`config.mk`:
```
export PLATFORM = sky130hd
export DESIGN_NAME = mipm_top
export DESIGN_NICKNAME = d
export VERILOG_FILES = /design/src/mipm_pkg.sv /design/src/mipm_top.sv
export SDC_FILE = /design/constraint.sdc
export NUM_CORES = 1
export LEC_CHECK = 0
export ABC_AREA = 1
export BUFFER_PORTS_ARGS = -buffer_cell sky130_fd_sc_hd__buf_4
export CORE_UTILIZATION = 46
export CTS_CLUSTER_DIAMETER = 80
export DETAILED_ROUTE_END_ITERATION = 16
export GPL_ROUTABILITY_DRIVEN = 1
export HOLD_SLACK_MARGIN = 0.12
export PLACE_DENSITY = 0.8
export SLEW_MARGIN = 20
export SYNTH_ARGS = -nofsm -noshare
export SYNTH_HDL_FRONTEND = slang
export SYNTH_SLANG_ARGS = --single-unit
```
`constraint.sdc`:
```
create_clock -name clk -period 1.6 [get_ports clk]
set_clock_uncertainty 0.05 [all_clocks]
set_input_delay 0.16 -clock clk [delete_from_list [all_inputs] [get_ports clk]]
set_output_delay 0.16 -clock clk [all_outputs]
set_load 0.01 [all_outputs]
```
`src/mipm_pkg.sv`:
```
// Constants and types for the MAC interface pin multiplexer.
// Assumes a single 250 MHz clock domain.
package mipm_pkg;

  // Register byte offsets
  localparam logic [7:0] CTRL_OFS   = 8'h00;
  localparam logic [7:0] STATUS_OFS = 8'h04;

  // Control register fields and reset value
  localparam int          CTRL_LED_OVR_BIT = 0;
  localparam int          CTRL_LED_FN_LSB  = 1;
  localparam logic [31:0] CTRL_RESET       = 32'h0000_0000;

  // Status register fields
  localparam int STAT_MODE_LSB  = 0;
  localparam int STAT_EEE_BIT   = 2;
  localparam int STAT_MDIX_LSB  = 3;
  localparam int STAT_REFCK_BIT = 5;

  // AXI responses
  localparam logic [1:0] RESP_OKAY   = 2'h0;
  localparam logic [1:0] RESP_DECERR = 2'h3;

  // Reference clock loss timeout
  localparam int REFCK_TIMEOUT_NS = 1000;
  localparam int CLK_PERIOD_NS    = 4;
  localparam int REFCK_TIMEOUT_CYC = REFCK_TIMEOUT_NS / CLK_PERIOD_NS;
  localparam logic [7:0] REFCK_TIMEOUT = 8'(REFCK_TIMEOUT_CYC - 1);

  // MAC interface as selected by the straps
  typedef enum logic [1:0] {
    MAC_RGMII = 2'h0,
    MAC_MII   = 2'h1,
    MAC_RMII  = 2'h2,
    MAC_RSVD  = 2'h3
  } mipm_mac_t;

  // Function carried by the indicator light pin
  typedef enum logic [1:0] {
    LED_FN_LIGHT = 2'h0,
    LED_FN_COL   = 2'h1,
    LED_FN_TXER  = 2'h2,
    LED_FN_RSVD  = 2'h3
  } mipm_led_fn_t;

  // One two-way pin as seen from the device
  typedef struct packed {
    logic o;
    logic oe;
  } mipm_pin_t;

endpackage : mipm_pkg

```
`src/mipm_top.sv`:
```
// MAC interface pin multiplexer with an AXI4-Lite register slave.
// Assumes PHY core signals arrive on clk; pins and straps do not.
// Contract
// In MII and RMII, receive error drives high to flag a receive error.
// In RGMII the receive-error pin carries the general clock output.
// Crossover strap is a four-level input setting automatic crossover.
// Pins unused by the selected mode keep their first function.
// MII without EEE: collision on light pin, carrier on int pin.
// MII with EEE: light pin is transmit error input; int pin stays int.
// MII pin assignment follows the EEE strap captured at configuration.
// With EEE enabled no carrier sense or collision is driven.
// In RMII the far side supplies a steady 50 MHz reference clock; the MAC model toggles every 80 ns, and the device checks only for edges.
// Software may override the light pin function after configuration.
// RMII uses two low data lanes only; upper lanes and clocks idle.
//
// Our own choices: the AXI4-Lite slave port and the address map.
module mipm_top (
  // Clock and reset
  input  wire logic        clk,
  input  wire logic        resetn,
  // AXI4-Lite slave
  input  wire logic [7:0]  s_axi_awaddr,
  input  wire logic        s_axi_awvalid,
  output logic             s_axi_awready,
  input  wire logic [31:0] s_axi_wdata,
  input  wire logic [3:0]  s_axi_wstrb,
  input  wire logic        s_axi_wvalid,
  output logic             s_axi_wready,
  output logic [1:0]       s_axi_bresp,
  output logic             s_axi_bvalid,
  input  wire logic        s_axi_bready,
  input  wire logic [7:0]  s_axi_araddr,
  input  wire logic        s_axi_arvalid,
  output logic             s_axi_arready,
  output logic [31:0]      s_axi_rdata,
  output logic [1:0]       s_axi_rresp,
  output logic             s_axi_rvalid,
  input  wire logic        s_axi_rready,
  // Strap pins, sampled once after reset
  input  wire logic [1:0]  mac_sel_strap,
  input  wire logic        eee_strap,
  input  wire logic [1:0]  crossover_mode_strap,
  // PHY core sources
  input  wire logic        core_light,
  input  wire logic        core_int_n,
  input  wire logic        core_clock,
  input  wire logic        core_col,
  input  wire logic        core_crs,
  input  wire logic        core_rx_er,
  input  wire logic [3:0]  core_rxd,
  input  wire logic        core_rx_clk,
  input  wire logic        core_tx_clk,
  // PHY core sinks
  output logic [1:0]       core_mac_mode,
  output logic             core_eee_adv,
  output logic [1:0]       core_crossover,
  output logic             core_tx_er,
  output logic [3:0]       core_txd,
  // Shared pins
  input  wire logic        indicator_light_pin_i,
  output mipm_pkg::mipm_pin_t indicator_light_pin,
  output mipm_pkg::mipm_pin_t int_pin,
  output mipm_pkg::mipm_pin_t general_clock_output,
  output mipm_pkg::mipm_pin_t [3:0] rxd_pin,
  output mipm_pkg::mipm_pin_t rx_clk_pin,
  output mipm_pkg::mipm_pin_t tx_clk_pin,
  input  wire logic [3:0]  txd_pin_i,
  input  wire logic        crystal_clock_input
);

  // Pin synchronisers
  logic [1:0] sel_s1, sel_s2, mdx_s1, mdx_s2;
  logic       eee_s1, eee_s2, led_s1, led_s2, rck_s1, rck_s2, rck_s3;
  logic [3:0] txd_s1, txd_s2;

  always_ff @(posedge clk)
  begin
    sel_s1 <= mac_sel_strap;
    sel_s2 <= sel_s1;
    mdx_s1 <= crossover_mode_strap;
    mdx_s2 <= mdx_s1;
    eee_s1 <= eee_strap;
    eee_s2 <= eee_s1;
    led_s1 <= indicator_light_pin_i;
    led_s2 <= led_s1;
    txd_s1 <= txd_pin_i;
    txd_s2 <= txd_s1;
    rck_s1 <= crystal_clock_input;
    rck_s2 <= rck_s1;
    rck_s3 <= rck_s2;
  end

  // Strap capture; a two-cycle wait lets the synchronisers fill
  logic [1:0]          cap_cnt_q;
  mipm_pkg::mipm_mac_t mode_q;
  logic                eee_q;
  logic [1:0]          mdix_q;

  always_ff @(posedge clk)
  begin
    if (!resetn)
    begin
      cap_cnt_q <= 2'h0;
      mode_q    <= mipm_pkg::MAC_RGMII;
      eee_q     <= 1'b0;
      mdix_q    <= 2'h0;
    end
    else if (cap_cnt_q != 2'h3)
    begin
      cap_cnt_q <= cap_cnt_q + 2'h1;
      if (cap_cnt_q == 2'h2)
      begin
        mode_q <= mipm_pkg::mipm_mac_t'(sel_s2);
        eee_q  <= eee_s2;
        mdix_q <= mdx_s2;
      end
    end
  end

  // Reference clock activity; informs software in RMII
  logic [7:0] rck_cnt_q;
  logic       rck_alive_q;
  wire        rck_rise = rck_s2 & ~rck_s3;

  always_ff @(posedge clk)
  begin
    if (!resetn)
    begin
      rck_cnt_q   <= 8'h00;
      rck_alive_q <= 1'b0;
    end
    else if (rck_rise)
    begin
      rck_cnt_q   <= 8'h00;
      rck_alive_q <= 1'b1;
    end
    else if (rck_cnt_q == mipm_pkg::REFCK_TIMEOUT)
      rck_alive_q <= 1'b0;
    else
      rck_cnt_q <= rck_cnt_q + 8'h01;
  end

  // AXI4-Lite write path
  logic        aw_q, w_q, bvalid_q;
  logic [7:0]  awaddr_q;
  logic [31:0] wdata_q;
  logic [3:0]  wstrb_q;
  logic [1:0]  bresp_q;
  logic [31:0] ctrl_q;

  wire aw_take = s_axi_awvalid & s_axi_awready;
  wire w_take  = s_axi_wvalid & s_axi_wready;
  wire do_wr   = aw_q & w_q & ~bvalid_q;
  wire wr_ctrl = awaddr_q == mipm_pkg::CTRL_OFS;
  wire wr_hit  = wr_ctrl | (awaddr_q == mipm_pkg::STATUS_OFS);

  assign s_axi_awready = ~aw_q & ~bvalid_q;
  assign s_axi_wready  = ~w_q & ~bvalid_q;
  assign s_axi_bvalid  = bvalid_q;
  assign s_axi_bresp   = bresp_q;

  always_ff @(posedge clk)
  begin
    if (!resetn)
    begin
      aw_q     <= 1'b0;
      w_q      <= 1'b0;
      bvalid_q <= 1'b0;
      bresp_q  <= mipm_pkg::RESP_OKAY;
      awaddr_q <= 8'h00;
      wdata_q  <= 32'h0000_0000;
      wstrb_q  <= 4'h0;
    end
    else
    begin
      if (aw_take)
      begin
        aw_q     <= 1'b1;
        awaddr_q <= s_axi_awaddr;
      end
      if (w_take)
      begin
        w_q     <= 1'b1;
        wdata_q <= s_axi_wdata;
        wstrb_q <= s_axi_wstrb;
      end
      if (do_wr)
      begin
        aw_q     <= 1'b0;
        w_q      <= 1'b0;
        bvalid_q <= 1'b1;
        bresp_q  <= wr_hit ? mipm_pkg::RESP_OKAY : mipm_pkg::RESP_DECERR;
      end
      else if (bvalid_q & s_axi_bready)
        bvalid_q <= 1'b0;
    end
  end

  // Control register; only the light pin fields are writable
  always_ff @(posedge clk)
  begin
    if (!resetn)
      ctrl_q <= mipm_pkg::CTRL_RESET;
    else if (do_wr & wr_ctrl & wstrb_q[0])
      ctrl_q[2:0] <= wdata_q[2:0];
  end

  // AXI4-Lite read path
  logic        rvalid_q;
  logic [31:0] rdata_q;
  logic [1:0]  rresp_q;
  wire         ar_take = s_axi_arvalid & s_axi_arready;
  wire [31:0]  status_w = {26'h0, rck_alive_q, mdix_q, eee_q, mode_q};
  wire         rd_ctrl = s_axi_araddr == mipm_pkg::CTRL_OFS;
  wire         rd_stat = s_axi_araddr == mipm_pkg::STATUS_OFS;

  assign s_axi_arready = ~rvalid_q;
  assign s_axi_rvalid  = rvalid_q;
  assign s_axi_rdata   = rdata_q;
  assign s_axi_rresp   = rresp_q;

  always_ff @(posedge clk)
  begin
    if (!resetn)
    begin
      rvalid_q <= 1'b0;
      rdata_q  <= 32'h0000_0000;
      rresp_q  <= mipm_pkg::RESP_OKAY;
    end
    else if (ar_take)
    begin
      rvalid_q <= 1'b1;
      rdata_q  <= rd_ctrl ? ctrl_q : (rd_stat ? status_w : 32'h0000_0000);
      rresp_q  <= (rd_ctrl | rd_stat) ? mipm_pkg::RESP_OKAY
                                      : mipm_pkg::RESP_DECERR;
    end
    else if (rvalid_q & s_axi_rready)
      rvalid_q <= 1'b0;
  end

  // Pin function selection
  wire is_mii  = mode_q == mipm_pkg::MAC_MII;
  wire is_rmii = mode_q == mipm_pkg::MAC_RMII;
  wire mii_eee = is_mii & eee_q;
  wire mii_std = is_mii & ~eee_q;

  wire mipm_pkg::mipm_led_fn_t led_strap_fn =
    mii_std ? mipm_pkg::LED_FN_COL :
    mii_eee ? mipm_pkg::LED_FN_TXER :
              mipm_pkg::LED_FN_LIGHT;
  wire mipm_pkg::mipm_led_fn_t led_fn =
    ctrl_q[mipm_pkg::CTRL_LED_OVR_BIT]
      ? mipm_pkg::mipm_led_fn_t'(ctrl_q[mipm_pkg::CTRL_LED_FN_LSB +: 2])
      : led_strap_fn;

  // Collision only without EEE, even under override
  wire led_col  = (led_fn == mipm_pkg::LED_FN_COL) & ~eee_q;
  wire led_txer = led_fn == mipm_pkg::LED_FN_TXER;
  wire rx_er_on = is_mii | is_rmii;

  // Registered pin drive
  always_ff @(posedge clk)
  begin
    if (!resetn)
    begin
      indicator_light_pin  <= '0;
      int_pin              <= '0;
      general_clock_output <= '0;
      rxd_pin              <= '0;
      rx_clk_pin           <= '0;
      tx_clk_pin           <= '0;
      core_tx_er           <= 1'b0;
      core_txd             <= 4'h0;
    end
    else
    begin
      indicator_light_pin.o  <= led_col ? core_col : core_light;
      indicator_light_pin.oe <= ~led_txer;
      // Carrier sense replaces the open-drain interrupt only in MII std
      int_pin.o  <= mii_std ? core_crs : 1'b0;
      int_pin.oe <= mii_std ? 1'b1 : ~core_int_n;
      general_clock_output.o  <= rx_er_on ? core_rx_er
                                          : core_clock;
      general_clock_output.oe <= 1'b1;
      for (int i = 0; i < 4; i++)
      begin
        rxd_pin[i].o  <= core_rxd[i];
        rxd_pin[i].oe <= (i < 2) | ~is_rmii;
      end
      rx_clk_pin.o  <= core_rx_clk;
      rx_clk_pin.oe <= ~is_rmii;
      // Transmit clock is an output of the device in MII only
      tx_clk_pin.o  <= core_tx_clk;
      tx_clk_pin.oe <= is_mii;
      core_tx_er <= led_txer & led_s2;
      core_txd   <= is_rmii ? {2'h0, txd_s2[1:0]} : txd_s2;
    end
  end

  assign core_mac_mode  = mode_q;
  assign core_eee_adv   = eee_q;
  assign core_crossover = mdix_q;

endmodule : mipm_top

```
[Word-level counts from Yosys, hierarchy flattened]
Cells that the tools add are included.
Storage, ports and cells
  output and inout bits: 69
  latch bits: 0
  register bits after elaboration: 115
  memory bits (writable): 0
  memories: 0
  bits in read-only memories: 0
  logic and storage cells: 117
Cells by class
  add/sub/neg operators: 2
  bitwise logic cells: 29
  $lt $le $gt $ge: 0
  multiplexer cells: 18
  eq/ne operators: 9
  shifts and indexed selects: 0
  reductions and logical operators: 10
  multiply operators: 0
  divide/modulo/power cells: 0
Operator list (number)
  bitwise AND 1 bit: 16
  == test 8 x 3 -> 1 bit, second input constant: 2
  zero test 8 bit: 2
  two-way mux 6 bit: 2
  two-way mux 1 bit: 10
  two-way mux 2 bit: 5
  inverter 1 bit: 10
  adder 8 x 1 -> 8 bit, second input constant: 1
  == test 8 bit, second input constant: 1
  == test 2 bit, second input constant: 3
  nonzero test 2 bit: 3
  OR reduction 2 bit: 3
  == test 2 x 1 -> 1 bit, second input constant: 2
  AND reduction 2 bit: 2
  two-way mux 3 bit: 1
  OR 1 bit: 3
  adder 2 x 1 -> 2 bit, second input constant: 1
  inequality test 2 bit, second input constant: 1

[Depth between registers and ports, before layout]
  word-level depth: 8
  gate-level depth with buffers: 8
  mapped depth without buffers: 7

[Worst setup path after synthesis]
Ideal clock, no wire load.
  kind: register to register
  from: register mode_q[1] (netlist: core_mac_mode[1])
  to: register core_tx_er
  data arrival time: 1.095 ns
  clock period less this slack: 1.209 ns
  stages on the path, launching flop included: 8
  slack: 0.391 ns
  required time: 1.486 ns
  path through: dfxtp_1 -> inv_1 -> ha_1 -> nand2_1 -> o21ai_1 -> a21oi_1 -> nand2_1 -> nor2_1
On the way
  longest elaborated chain between the ends: 7
  elaborated cells between the ends (all ways): 8
RTL lines
  start, declared: RTL line mipm_top.sv:95  | mipm_pkg::mipm_mac_t mode_q;
  start signal, assigned: RTL line mipm_top.sv:104  | mode_q <= mipm_pkg::MAC_RGMII;
  start signal, assigned: RTL line mipm_top.sv:113  | mode_q <= mipm_pkg::mipm_mac_t'(sel_s2);
  == test 2 x 1 -> 1 bit *: RTL line mipm_top.sv:242  | wire is_mii = mode_q == mipm_pkg::MAC_MII;
  via is_mii: RTL line mipm_top.sv:242
  bitwise AND 1 bit: RTL line mipm_top.sv:244  | wire mii_eee = is_mii & eee_q;
  two-way mux 2 bit: RTL line mipm_top.sv:249  | mii_eee ? mipm_pkg::LED_FN_TXER :
  two-way mux 2 bit *: RTL line mipm_top.sv:248  | mii_std ? mipm_pkg::LED_FN_COL :
  two-way mux 2 bit *: RTL line mipm_top.sv:253  | ? mipm_pkg::mipm_led_fn_t'(ctrl_q[mipm_pkg::CTRL_LED_FN_LSB +: 2])
  == test 2 bit *: RTL line mipm_top.sv:258  | wire led_txer = led_fn == mipm_pkg::LED_FN_TXER;
  bitwise AND 1 bit *: RTL line mipm_top.sv:295  | core_tx_er <= led_txer & led_s2;
  end signal, assigned: RTL line mipm_top.sv:295
  end, declared: RTL line mipm_top.sv:57  | output logic core_tx_er,
The timed path passes the listed nets; every way through them passes the cells marked *.
A chain may end at the register's enable or synchronous reset.

[Worst setup path after layout]
  from: register bvalid_q (netlist: s_axi_bvalid)
  to: register wdata_q[0]
On the way
  longest elaborated chain between the ends: 3
RTL lines
  start, declared: RTL line mipm_top.sv:144  | logic aw_q, w_q, bvalid_q;
  start signal, assigned: RTL line mipm_top.sv:168  | bvalid_q <= 1'b0;
  start signal, assigned: RTL line mipm_top.sv:191  | bvalid_q <= 1'b1;
  start signal, assigned: RTL line mipm_top.sv:195  | bvalid_q <= 1'b0;
  inverter 1 bit: RTL line mipm_top.sv:158  | assign s_axi_wready = ~w_q & ~bvalid_q;
  bitwise AND 1 bit: RTL line mipm_top.sv:158
  bitwise AND 1 bit: RTL line mipm_top.sv:152  | wire w_take = s_axi_wvalid & s_axi_wready;
  end signal, assigned: RTL line mipm_top.sv:184  | wdata_q <= s_axi_wdata;
  end, declared: RTL line mipm_top.sv:146  | logic [31:0] wdata_q;
No other way between the ends.

==> out/qor.txt <==
CTS buffer count - 9
Max incr delay on CP - 0.56 ns
Clock root cell - clkbuf_8
FF+latch count, synth - 85
Max cap viols - 0
Mapped Cells - 378
CP max FO - 7
Largest net degree at the start of global routing - 38
Die footprint - 7200 µm²
Unrepaired setup endpoints after global routing - no
Minimum clock period - 1.51 ns
Yosys warns - 0
Height of the die - 84.9 µm
Fin. Hold Viols - 0
Drt first-iter violations - 161
Clk pin slew, worst setup/hold paths - 0.08 ns
Synth async-reset ratio - 0%
First-pass GRT wire length - 11.4 mm
Overall power - 4.49 mW
Largest area contributor in the netlist - dfxtp_1
Site row count - 29
Fin crit share - 94.6%
Routed length per instance - 11.5 µm
Fmax - 661 MHz
Vias in the first global route - 2578
Sink Count - 85
Gate power share - 15.8%
Initial core utilization - 48.6%
Tot GR Track Use - 20.5%
Vias - 2722
Complex-gate fraction of the synthesized area - 8.95%
Clk pwr share - 32.1%
Clock latency on the worst-skew pair - 0.36 ns
Initial antenna violation count - 0
Die width - 84.9 µm
Leak Pwr - 2.12 nW
Top cells by area, synth - dfxtp_1 54%, buf_4 7.8%, nand2_1 6.5%
Cell area after synthesis - 3160 µm²
Port buffer count - 92
CTS tree - built
CP endpoint kind - flip-flop
Sw Pwr - 1.24 mW
Endpoints failing setup - 0
H-tree levels - 3
Initial DRT Pass Iterations - 13
Fin area - 4400 µm²
Sw Ratio - 27.7%
HPWL Detailed - 4.57 mm
Critical path class - flip-flop to flip-flop
Post-synthesis adder-cell area fraction - 2.38%
Startpoint Class - flip-flop
Multiplexer area fraction after synthesis - 0%
Core area - 6490 µm²
Post-synthesis cell type count - 25
Area Overhead vs Synth - 39.2%
Synth top area share - 53.9%
Tightest hold margin - 0.168 ns
Crit-path slowest cell - dlygate4sd3_1
WL final - 6.85 mm
Count of pins over their slew limit - 0
Seq/Total Area, Yosys - 53.9%
Internal Power - 3.25 mW
Pwr Density - 1020 nW/µm²
Setup TNS - 0 ns
Flop pwr share - 52.1%
Antenna cells - 0
Failing checks - DRC
DRC - 10
Global placement routability congestion - 0.801
Simple-Gate Fraction of Synth Area - 19.8%
Placement Cell Area - 3760 µm²
EDFF count, synth - 0
Required time of the critical path - 1.80 ns
Critical-path cell list - nor2_2 -> nand2_2 -> o21ai_1 -> a21oi_1 -> dlygate4sd3_1
Worst vdd ir - 0.774 mV
Synth cell count leaders - 85 x dfxtp_1, 55 x nand2_1, 50 x nor2_1, 38 x inv_1
Antenna-violating nets left - 0
Largest family of logic cells by synthesized area - simple AND/OR/NAND/NOR gates
Layout cells sized above 1 - 25.2%
Worst EP arrival - 1.71 ns
Hold Path Class - input pin to flip-flop
Final Worst Setup Slack - 0.0862 ns
Status - finished, violations left
Top FF cell, synth - dfxtp_1
Final net count - 599
Post-synthesis xor/xnor area fraction - 0.555%
# IOs - 151
Most frequent cell after synthesis - dfxtp_1
DR vias/cell - 4.59
Clk buf depth - 2
Synth Area per Inst - 8.35 µm²
Grt ovf - 0
Setup WS pre-CTS - 0.239 ns
[state kept, by name (all words and copies together) (netlist names), 2 cells and up]
| name | flops |
|---|---|
| rx_clk_pin | 2 |
| mdx_s2 | 2 |
| cap_cnt_q | 2 |
| mdx_s1 | 2 |
| sel_s1 | 2 |
| txd_s1 | 4 |
| ctrl_q | 3 |
| tx_clk_pin | 2 |
| core_mac_mode | 2 |
| awaddr_q | 8 |
| rck_cnt_q | 8 |
| indicator_light_pin | 2 |
| rxd_pin | 4 |
| core_txd | 4 |
| txd_s2 | 4 |
| int_pin | 2 |
| wdata_q | 3 |
| general_clock_output | 2 |
| core_crossover | 2 |
| sel_s2 | 2 |
| s_axi_rdata | 6 |
[logic make-up (layout without fill, tap and decap cells)]
logic type                 count (synthesis)  in the layout
xor gates and xnor gates                   2              2
other                                      1             26
DFF                                       85             85
buffers and inverters                     85            198
and+or+nand+nor                          143            143
AOI/OAI and AO/OA                         56             56
adders and majority gates                  6              6
[worst paths after layout]
kind / start / end / slack [ns] / depth (start not counted)
worst min register to register: eee_s1 / eee_s2 / 0.27 / 0
worst min-delay path: s_axi_araddr[2] / s_axi_rdata[3] / 0.17 / 5
worst max register to register: s_axi_bvalid / wdata_q[0] / 0.09 / 5
worst max-delay path: s_axi_bvalid / wdata_q[0] / 0.09 / 5
[stage by stage]
step           std cells  utilization (%)
3_3_place_gp         533             57.9
2_1_floorplan        403                -
6_report             593             67.7
4_1_cts              592             67.5
5_1_grt              593             67.7
3_5_place_dp         533             57.9
[per-layer routing]
metal	up-vias	track usage [%]	part of all wire (%)
li1	1391	-	-
met1	1210	22.2	40
met2	106	37.0	52
met3	15	6.03	5.9
met4	0	9.24	2.1
met5	-	0	0
[worst max-delay path, delay by kind of cell, from the launching register on]
kind	cells	cell delay, ns
buffers and inverters	1	0.56
flip-flops	1	0.36
AND/OR/NAND/NOR	2	0.26
AO/OA/AOI/OAI	2	0.18
[area by class of cell]
cell class              count  area [µm²]
fillers                   516        2100
flip-flops and latches     85        1700
repair buffers            136        1130
multi-input cells         233        1100
inverters                  46         173
clock buffers              10         138
well taps                  77        96.3
clock inverters             6        53.8
[placed cells by master, fill, tap and decap left out, types with 4 or more instances in the layout]
cell type,count
inv_1,38
dlygate4sd3_1,43
o21ai_0,8
clkbuf_8,10
nand2_1,55
nor2_2,5
conb_1,26
dfxtp_1,84
ha_1,6
o21ai_1,14
inv_2,7
nand2_2,4
a21oi_1,33
nand3_1,18
buf_4,92
nor2_1,50
[power groups by stage]
stage          sequential [mW]  clock, mW  combinational, mW
2_1_floorplan             2.40          0              0.368
3_3_place_gp              2.38          0              0.590
3_5_place_dp              2.39          0              0.606
4_1_cts                   2.34       1.47              0.701
5_1_grt                   2.36       1.58              0.781
6_report                  2.34       1.44              0.709
[what timing repair did]
action                     in CTS  in global routing
setup endpoints to repair       0                  3
setup buffers                   0                  1
hold endpoints to repair       41                  0
hold buffers                   43                  0
resized for setup               0                  2
Note: power is estimated with default switching activity, not from simulation.
